==> config.mk <==
export PLATFORM = sky130hd
export DESIGN_NAME = rwc_top
export DESIGN_NICKNAME = d
export VERILOG_FILES = /design/src/hdl/rwc_pkg.sv /design/src/hdl/rwc_sync.sv /design/src/hdl/rwc_top.sv
export VERILOG_INCLUDE_DIRS = /design/src /design/src/hdl
export SDC_FILE = /design/constraint.sdc
export NUM_CORES = 1
export LEC_CHECK = 0
export BUFFER_PORTS_ARGS = -buffer_cell sky130_fd_sc_hd__buf_4
export CAP_MARGIN = 40
export CORE_MARGIN = 2
export CORE_UTILIZATION = 59
export CTS_CLUSTER_DIAMETER = 60
export DETAILED_ROUTE_END_ITERATION = 12
export GPL_TIMING_DRIVEN = 0
export PLACE_DENSITY = 0.91
export SLEW_MARGIN = 20
export SYNTH_ARGS = -nofsm -noshare
export SYNTH_HDL_FRONTEND = slang
export SYNTH_HIERARCHICAL = 1
export SYNTH_SLANG_ARGS = --single-unit
==> constraint.sdc <==
create_clock -name mclk_in -period 3.15 [get_ports mclk_in]
set_clock_uncertainty 0.2 [all_clocks]
set_input_delay 0.315 -clock mclk_in [delete_from_list [all_inputs] [get_ports mclk_in]]
set_output_delay 0.315 -clock mclk_in [all_outputs]
set_load 0.005 [all_outputs]
==> src/hdl/rwc_regs.svh <==
// Register offsets, field positions, reset values and counts for the block.
`ifndef RWC_REGS_SVH
`define RWC_REGS_SVH

// Register offsets on the plain register port.
`define RWC_ADDR_CAUSE 8'h00
`define RWC_ADDR_OPT1 8'h01
`define RWC_ADDR_OPT2 8'h02
`define RWC_ADDR_WCNT 8'h03

// Service keys written to the reset cause address.
`define RWC_KEY_FIRST 8'h55
`define RWC_KEY_SECOND 8'hAA

// Field positions.
`define RWC_OPT1_TSEL_HI 7
`define RWC_OPT1_TSEL_LO 6
`define RWC_OPT2_CLKS_BIT 7
`define RWC_OPT2_WEN_BIT 6

// Reset values of the option fields and of the cause register.
`define RWC_TSEL_RESET 2'h3
`define RWC_CLKS_RESET 1'b0
`define RWC_WEN_RESET 1'b0
`define RWC_CAUSE_POR 8'h80

// Values forced into the processor on every reset.
`define RWC_RESET_VECTOR 16'hFFFE
`define RWC_SP_INIT 16'h00FF

// Default length of the internal reset pulse, in clock cycles.
`define RWC_RST_LEN 16

`endif

==> src/hdl/rwc_pkg.sv <==
// Types shared by the reset and watchdog control block.
package rwc_pkg;

  // Write-once watchdog settings held by the two option registers.
  typedef struct packed {
    logic [1:0] tsel;
    logic clks;
    logic wen;
  } rwc_opts_t;

  // Reset cause flags; the low bit is unused and reads as zero.
  typedef struct packed {
    logic por;
    logic pin;
    logic wdog;
    logic illegal_opcode_reset;
    logic illegal_address_reset;
    logic clock_loss_reset;
    logic low_voltage_reset;
    logic rsvd;
  } rwc_cause_t;

  typedef enum logic {
    RWC_RUN,
    RWC_HOLD
  } rwc_state_t;

endpackage

==> src/hdl/rwc_sync.sv <==
// Three-stage input synchroniser with agreement filter, one per bit.
`timescale 1ns/1ps
module rwc_sync #(
  parameter int W = 4,
  parameter logic [W-1:0] RST_VAL = '0
) (
  input wire logic clk_in,
  input wire logic rst_n_in,
  input wire logic [W-1:0] d_in,
  output logic [W-1:0] q_out
);

  genvar i;
  generate
    for (i = 0; i < W; i++) begin : g_bit
      logic s1_q;
      logic s2_q;
      logic s3_q;
      logic q_d;
      logic q_q;

      // The output only moves once stages two and three agree.
      always_comb begin
        q_d = q_q;
        if (s2_q == s3_q) begin
          q_d = s3_q;
        end
      end

      // Stage one feeds stage two alone, so metastability stays contained.
      always_ff @(posedge clk_in or negedge rst_n_in) begin
        if (!rst_n_in) begin
          s1_q <= RST_VAL[i];
          s2_q <= RST_VAL[i];
          s3_q <= RST_VAL[i];
          q_q <= RST_VAL[i];
        end else begin
          s1_q <= d_in[i];
          s2_q <= s1_q;
          s3_q <= s2_q;
          q_q <= q_d;
        end
      end

      assign q_out[i] = q_q;
    end
  endgenerate

endmodule

==> src/hdl/rwc_top.sv <==
// Reset sequencing, reset cause recording and service-sequence watchdog.
//
// Function
// - Any reset loads vector, initialises control registers.
// - Reset forces stack pointer to fixed value.
// - Reset sets the global interrupt mask bit.
// - Reset disables peripherals, pins float, no pull-ups.
// - Eight causes; all but debug-forced are recorded.
// - Watchdog enabled after reset; zero select disables.
// - Watchdog expiry generates a system reset.
// - First then second key restarts timeout.
// - Writes leave reset cause register unchanged.
// - Any other value written there resets immediately.
// - Bus clock or 1 kHz source, three timeouts each.
// - Default is 1 kHz source, longest timeout.
// - Windowed service only in final timeout quarter.
// - Early service write in window mode resets.
// - No window mode with the 1 kHz source.
// - Counter initialised on reset and first option writes.
// - Option registers are write-once.
// - Bus clock source freezes count in debug, stop.
// - 1 kHz source clears count in debug, stop.
//
// Local design decisions: the strobed register port and the register addresses.
`timescale 1ns/1ps
`include "rwc_regs.svh"
module rwc_top #(
  parameter int CNT_W = 18,
  parameter int BUS_LOG1 = 13,
  parameter int BUS_LOG2 = 16,
  parameter int BUS_LOG3 = 18,
  parameter int LPO_LOG1 = 5,
  parameter int LPO_LOG2 = 8,
  parameter int LPO_LOG3 = 10,
  parameter int RST_LEN = `RWC_RST_LEN
) (
  input wire logic mclk_in,
  input wire logic nrst_in,
  input wire logic [7:0] addr_in,
  input wire logic [7:0] wdata_in,
  input wire logic wr_in,
  input wire logic rd_in,
  output logic [7:0] rdata_out,
  input wire logic ext_rst_n_in,
  input wire logic low_voltage_reset_in,
  input wire logic clock_loss_reset_in,
  input wire logic tick_1khz_in,
  input wire logic illegal_opcode_reset_in,
  input wire logic illegal_address_reset_in,
  input wire logic debug_forced_reset_in,
  input wire logic bdm_active_in,
  input wire logic stop_mode_in,
  output logic sys_reset_out,
  output logic pc_load_out,
  output logic [15:0] reset_vector_out,
  output logic [15:0] sp_init_out,
  output logic ccr_imask_set_out,
  output logic periph_disable_out,
  output logic pins_force_input_out,
  output logic pins_pullup_en_out
);

  // Reset bridge: asynchronous assertion, release through two flops.
  logic rb1_q;
  logic rb2_q;
  logic rst_n;

  always_ff @(posedge mclk_in or negedge nrst_in) begin
    if (!nrst_in) begin
      rb1_q <= 1'b0;
      rb2_q <= 1'b0;
    end else begin
      rb1_q <= 1'b1;
      rb2_q <= rb1_q;
    end
  end

  assign rst_n = rb2_q;

  // Pins from other domains: external reset, low voltage, clock loss, tick.
  logic [3:0] pin_sync;
  logic ext_rst_n_s;
  logic lvd_s;
  logic loc_s;
  logic tick_s;

  rwc_sync #(
    .W(4),
    .RST_VAL(4'h8)
  ) u_sync (
    .clk_in(mclk_in),
    .rst_n_in(rst_n),
    .d_in({ext_rst_n_in, low_voltage_reset_in, clock_loss_reset_in,
      tick_1khz_in}),
    .q_out(pin_sync)
  );

  assign ext_rst_n_s = pin_sync[3];
  assign lvd_s = pin_sync[2];
  assign loc_s = pin_sync[1];
  assign tick_s = pin_sync[0];

  // Sequencer, cause, option and watchdog state.
  rwc_pkg::rwc_state_t state_q, state_d;
  logic [15:0] rcnt_q, rcnt_d;
  rwc_pkg::rwc_cause_t cause_q, cause_d;
  rwc_pkg::rwc_opts_t opts_q, opts_d;
  logic lock1_q, lock1_d;
  logic lock2_q, lock2_d;
  logic [CNT_W-1:0] wcnt_q, wcnt_d;
  logic armed_q, armed_d;
  logic tick_dly_q;
  logic [7:0] rdata_q, rdata_d;
  logic sys_reset_q;
  logic pc_load_q;
  logic imask_q;

  // Watchdog decode terms.
  logic [4:0] log_v;
  logic [CNT_W:0] limit;
  logic [CNT_W:0] lim_m1;
  logic [CNT_W:0] win_start;
  logic wdog_on;
  logic windowed;
  logic frozen;
  logic step;
  logic expire;
  logic cause_wr;
  logic key1_wr;
  logic key2_wr;
  logic bad_wr;
  logic early_wr;
  logic service_done;
  logic opt_init;
  logic running;
  rwc_pkg::rwc_cause_t req;

  // Timeout selection per clock source; zero select means disabled.
  always_comb begin
    log_v = 5'(LPO_LOG3);
    case ({opts_q.clks, opts_q.tsel})
      3'b001: log_v = 5'(LPO_LOG1);
      3'b010: log_v = 5'(LPO_LOG2);
      3'b011: log_v = 5'(LPO_LOG3);
      3'b101: log_v = 5'(BUS_LOG1);
      3'b110: log_v = 5'(BUS_LOG2);
      3'b111: log_v = 5'(BUS_LOG3);
      default: log_v = 5'(LPO_LOG3);
    endcase
  end

  // The limit is one bit wider than the count so the top setting fits.
  assign limit = {{CNT_W{1'b0}}, 1'b1} << log_v;
  assign lim_m1 = limit - {{CNT_W{1'b0}}, 1'b1};
  assign win_start = limit - (limit >> 2);
  assign wdog_on = (opts_q.tsel != 2'h0);
  assign windowed = opts_q.clks && opts_q.wen;
  assign frozen = bdm_active_in || stop_mode_in;
  assign step = opts_q.clks ? 1'b1 : (tick_s && !tick_dly_q);
  assign running = (state_q == rwc_pkg::RWC_RUN);
  assign expire = running && wdog_on && !frozen && step &&
    ({1'b0, wcnt_q} == lim_m1);

  // Bus writes to the cause address are service keys or a fault.
  assign cause_wr = running && wr_in && (addr_in == `RWC_ADDR_CAUSE);
  assign key1_wr = cause_wr && (wdata_in == `RWC_KEY_FIRST);
  assign key2_wr = cause_wr && (wdata_in == `RWC_KEY_SECOND);
  assign bad_wr = cause_wr && !key1_wr && !key2_wr;
  assign early_wr = (key1_wr || key2_wr) && wdog_on && windowed &&
    ({1'b0, wcnt_q} < win_start);
  assign service_done = key2_wr && armed_q && !early_wr;
  assign opt_init = running && wr_in &&
    (((addr_in == `RWC_ADDR_OPT1) && !lock1_q) ||
    ((addr_in == `RWC_ADDR_OPT2) && !lock2_q));

  // Gather every reset request seen in this cycle except debug-forced.
  always_comb begin
    req = '0;
    req.pin = !ext_rst_n_s;
    req.wdog = expire || bad_wr || early_wr;
    req.illegal_opcode_reset = illegal_opcode_reset_in;
    req.illegal_address_reset = illegal_address_reset_in;
    req.clock_loss_reset = loc_s;
    req.low_voltage_reset = lvd_s;
  end

  // Reset sequencer: a request starts a hold of RST_LEN cycles.
  always_comb begin
    state_d = state_q;
    rcnt_d = rcnt_q;
    cause_d = cause_q;
    case (state_q)
      rwc_pkg::RWC_RUN: begin
        if ((req != '0) || debug_forced_reset_in) begin
          state_d = rwc_pkg::RWC_HOLD;
          rcnt_d = 16'(RST_LEN - 1);
          cause_d = req;
        end
      end
      rwc_pkg::RWC_HOLD: begin
        if (rcnt_q == 16'h0000) begin
          state_d = rwc_pkg::RWC_RUN;
        end else begin
          rcnt_d = rcnt_q - 16'h0001;
        end
      end
      default: begin
        state_d = rwc_pkg::RWC_HOLD;
      end
    endcase
  end

  // A power-on reset records only the power-on flag.
  always_ff @(posedge mclk_in or negedge rst_n) begin
    if (!rst_n) begin
      state_q <= rwc_pkg::RWC_HOLD;
      rcnt_q <= 16'(RST_LEN - 1);
      cause_q <= rwc_pkg::rwc_cause_t'(`RWC_CAUSE_POR);
    end else begin
      state_q <= state_d;
      rcnt_q <= rcnt_d;
      cause_q <= cause_d;
    end
  end

  // Option registers: defaults on every reset, locked after first write.
  always_comb begin
    opts_d = opts_q;
    lock1_d = lock1_q;
    lock2_d = lock2_q;
    if (!running) begin
      opts_d.tsel = `RWC_TSEL_RESET;
      opts_d.clks = `RWC_CLKS_RESET;
      opts_d.wen = `RWC_WEN_RESET;
      lock1_d = 1'b0;
      lock2_d = 1'b0;
    end else if (wr_in) begin
      if ((addr_in == `RWC_ADDR_OPT1) && !lock1_q) begin
        opts_d.tsel = wdata_in[`RWC_OPT1_TSEL_HI:`RWC_OPT1_TSEL_LO];
        lock1_d = 1'b1;
      end
      if ((addr_in == `RWC_ADDR_OPT2) && !lock2_q) begin
        opts_d.clks = wdata_in[`RWC_OPT2_CLKS_BIT];
        opts_d.wen = wdata_in[`RWC_OPT2_WEN_BIT];
        lock2_d = 1'b1;
      end
    end
  end

  always_ff @(posedge mclk_in or negedge rst_n) begin
    if (!rst_n) begin
      opts_q <= '{tsel: `RWC_TSEL_RESET, clks: `RWC_CLKS_RESET,
        wen: `RWC_WEN_RESET};
      lock1_q <= 1'b0;
      lock2_q <= 1'b0;
    end else begin
      opts_q <= opts_d;
      lock1_q <= lock1_d;
      lock2_q <= lock2_d;
    end
  end

  // Watchdog count and service sequence tracking.
  always_comb begin
    wcnt_d = wcnt_q;
    armed_d = armed_q;
    if (key1_wr) begin
      armed_d = 1'b1;
    end else if (cause_wr) begin
      armed_d = 1'b0;
    end
    if (!running || opt_init || service_done) begin
      wcnt_d = '0;
      armed_d = armed_d && running && !service_done;
    end else if (!wdog_on) begin
      wcnt_d = '0;
    end else if (frozen) begin
      if (!opts_q.clks) begin
        wcnt_d = '0;
      end
    end else if (step) begin
      wcnt_d = wcnt_q + {{(CNT_W - 1){1'b0}}, 1'b1};
    end
  end

  always_ff @(posedge mclk_in or negedge rst_n) begin
    if (!rst_n) begin
      wcnt_q <= '0;
      armed_q <= 1'b0;
      tick_dly_q <= 1'b0;
    end else begin
      wcnt_q <= wcnt_d;
      armed_q <= armed_d;
      tick_dly_q <= tick_s;
    end
  end

  // Read data stand in the cycle after the read strobe only.
  always_comb begin
    rdata_d = 8'h00;
    if (rd_in) begin
      case (addr_in)
        `RWC_ADDR_CAUSE: rdata_d = cause_q;
        `RWC_ADDR_OPT1: rdata_d = {opts_q.tsel, 6'h00};
        `RWC_ADDR_OPT2: rdata_d = {opts_q.clks, opts_q.wen, 6'h00};
        `RWC_ADDR_WCNT: rdata_d = wcnt_q[CNT_W-1 -: 8];
        default: rdata_d = 8'h00;
      endcase
    end
  end

  // Processor-facing outputs, all straight from flops.
  always_ff @(posedge mclk_in or negedge rst_n) begin
    if (!rst_n) begin
      rdata_q <= 8'h00;
      sys_reset_q <= 1'b1;
      pc_load_q <= 1'b0;
      imask_q <= 1'b0;
    end else begin
      rdata_q <= rdata_d;
      sys_reset_q <= (state_d == rwc_pkg::RWC_HOLD);
      pc_load_q <= !running && (state_d == rwc_pkg::RWC_RUN);
      imask_q <= !running && (state_d == rwc_pkg::RWC_RUN);
    end
  end

  assign rdata_out = rdata_q;
  assign sys_reset_out = sys_reset_q;
  assign pc_load_out = pc_load_q;
  assign ccr_imask_set_out = imask_q;
  assign periph_disable_out = sys_reset_q;
  assign pins_force_input_out = sys_reset_q;

  // Constant load values, held in flops so every output is registered.
  logic [15:0] vec_q;
  logic [15:0] sp_q;
  logic pull_q;

  always_ff @(posedge mclk_in or negedge rst_n) begin
    if (!rst_n) begin
      vec_q <= `RWC_RESET_VECTOR;
      sp_q <= `RWC_SP_INIT;
      pull_q <= 1'b0;
    end else begin
      vec_q <= `RWC_RESET_VECTOR;
      sp_q <= `RWC_SP_INIT;
      pull_q <= 1'b0;
    end
  end

  assign reset_vector_out = vec_q;
  assign sp_init_out = sp_q;
  assign pins_pullup_en_out = pull_q;

endmodule

==> metrics <==
Hold WC Path Type=in -> reg; register bit total from synthesis=77; WL final=17.9 mm; initial antenna violation count=0; Max-cap violations=0; router iterations before antenna repair=6; Worst Setup End Kind=register; total CTS buffers=9; CTS Sinks=77; largest net degree at the start of global routing=46; cell-internal power=1.56 mW; CTS root buffer=clkbuf_8; Largest delay share family, worst path=compound AO/OA/AOI/OAI gates; die height=104 um; PD cells=271 nW/um2; leading area contributor after synthesis=dfrtp_1; Synth Warn #=6; Worst Slack Setup Final=-2.73 ns; Yosys cell types=72; Gate Count Post-Synth=699; Crit path arrival time=5.91 ns; Max Root-Sink Buffers=2; leakage power=3.39 nW; post-synth top area share=0.274; synth top area cells=dfrtp_1 (27%), ha_1 (8.4%), dfstp_2 (5.3%), buf_4 (5.1%), nor2_1 (4.4%); number of synthesized flops with an enable pin=0; post-route clock period utilization=1.87; Core Region=9770 um2; via/cell ratio=6.05; CP bufs+invs=4; vias in the first global route=5674; RSZ-0062 raised after global routing=yes; Nets=900; # rows=36; most common cell after layout, fill and taps aside=buf_4; Syn Std Cell Area=5940 um2; Crit-path slowest cell=dfstp_2; Layout Area Growth over Synthesis=27.6%; Clk pwr share=0.406; Slew @ Worst Pin=0.676 ns; H-tree Lvls=3; # setup viols final=42; grt ovf=0; drt initial violations=562; I/O Buffers=41; setup TNS=-109.57 ns; Ant. Diodes=0; kind of critical path=reg -> reg; Psw=0.496 mW; Starting Density=0.608; clk_lat worst skew=0.35 ns; asr flop ratio synth=1.00; Ports=75; register share of total power=0.499; Seq/Total Area, Yosys=0.327; post-detail-place hpwl=11.6 mm; Placed Area=6740 um2; Via Count=5856; wire per inst=18.5 um; max frequency=170 MHz; first-pass GRT wire length=27.5 mm; Setup crit start kind=register; Logic pwr share=0.096; ys flop type=dfrtp_1; WP data required=3.19 ns; Syn Area/Cell=8.50 um2; Final ANT Viol Nets=0; sw frac=0.241; total track usage=0.312; Hold Fails Final Rpt=0; most frequent cells in the layout=buf_4 (108), dfrtp_1 (64), nor2_1 (58); minimum clock period=5.88 ns; Max stage delay on crit path=0.56 ns; outcome=finished with violations; Max-slew headroom=0.549; Die ar.=10900 um2; Reg clk slew, reported paths=0.08 ns; crit-path max FO=7; fraction of layout cells with a size suffix above 1=0.280; # DRC=0; VDD IR max=0.396 mV; final instance area=7580 um2; failing checks=negative setup slack; max-slew violations=0; Die Span X=104 um; CTS tree=yes; routability-driven placement congestion ratio=0.933
## path summary, 6_finish.rpt
path	depth (start not counted)	from	end	slack, ns
worst max-delay path	25	opts_q[2]$_DFFE_PN1P_	rcnt_q[8]$_DFFE_PN0P_	-2.73
worst min register to register	0	rb2_q$_DFF_PN0_	wcnt_q[1]$_DFFE_PN0P_	0.08
min in group asynchronous	2	nrst_in	rb2_q$_DFF_PN0_	0.08
worst max register to register	25	opts_q[2]$_DFFE_PN1P_	rcnt_q[8]$_DFFE_PN0P_	-2.73
worst min-delay path	2	illegal_address_reset_in	cause_q[3]$_DFFE_PN0P_	0.04
max in group asynchronous	1	rb2_q$_DFF_PN0_	rcnt_q[3]$_DFFE_PN1P_	2.02
## Yosys cell counts (all sizes together), types with 3 or more instances
master,count
a211o,3
a211oi,5
a21boi,3
a21o,14
a21oi,50
a22oi,12
a311oi,3
a31oi,9
and2,4
and3,9
buf,46
clkbuf,25
dfrtp,65
dfstp,12
ha,40
inv,33
maj3,4
mux2,8
mux2i,10
nand2,54
nand2b,15
nand3,20
nand3b,3
nand4,9
nor2,69
nor2b,11
nor3,22
nor4,8
nor4b,4
o211a,3
o21a,6
o21ai,34
o21bai,3
o221ai,3
o22ai,3
o31ai,6
or2,5
or3,8
or4,5
xnor2,16
xor2,8
## timing repair
item                                   4_1_cts  5_1_grt
buffers inserted                            21       11
setup endpoints to repair                   42       42
gates cloned                                 3        0
hold buffers                                 5        1
endpoints found under the hold margin        6        1
pin swaps                                   24       19
resized for setup                           43       27
## power by group through the flow
| stage | clock network, mW | registers [mW] | logic (mW) |
|---|---|---|---|
| 2_1_floorplan | 0 | 1.05 | 0.115 |
| 3_3_place_gp | 0 | 1.05 | 0.157 |
| 3_5_place_dp | 0 | 1.04 | 0.177 |
| 4_1_cts | 0.836 | 1.02 | 0.186 |
| 5_1_grt | 0.873 | 1.03 | 0.215 |
| 6_report | 0.834 | 1.02 | 0.196 |
## through the flow
step                      setup slack, ns  instances  utilization  hold slack (ns)  power [mW]
after CTS                           -2.67        956        0.752          0.00177        2.05
after floorplan                     -2.34        735            -           -0.181        1.16
final                               -2.73        968        0.776           0.0368        2.06
after global routing                -2.89        968        0.776           0.0231        2.12
after global placement              -3.29        909        0.685           -0.102        1.21
after detailed placement            -3.37        913        0.689          -0.0990        1.22
## cell type report
type                       count  area, um2
multi-input combinational    555       3920
fill                         635       2190
sequential                    77       1950
timing repair buffer          85        702
buffer                        69        495
tap                          133        166
inverter                      33        130
clock buffer                   9        124
clock inverter                 7       98.8
## flip-flops by register name, summed over array words and instances, names as in the netlist, 4 cells and up
name,cells
u_sync/g_bit.s2_q,4
u_sync/g_bit.q_q,4
cause_q,7
u_sync/g_bit.s1_q,4
wcnt_q,18
opts_q,4
rdata_out,8
rcnt_q,16
u_sync/g_bit.s3_q,4
## per-layer routing
layer  global-route usage  routed length, um  up-vias
li1                     -                  -     2687
met1                0.366               6610     2728
met2                0.555               9200      362
met3               0.0445               1330       79
met4                0.153                733        0
met5                    0                  0        -
## logic make-up after synthesis
| family | count (synthesis) | synth area share |
|---|---|---|
| multiplexers | 18 | 0.0326 |
| AO/OA/AOI/OAI | 176 | 0.196 |
| other | 2 | 0.00126 |
| AND/OR/NAND/NOR | 252 | 0.215 |
| XOR/XNOR | 25 | 0.0391 |
| flip-flops | 77 | 0.327 |
| buffers and inverters | 104 | 0.0939 |
| adder cells (fa/ha/maj) | 45 | 0.0951 |
Note: power is estimated with default switching activity, not from simulation.
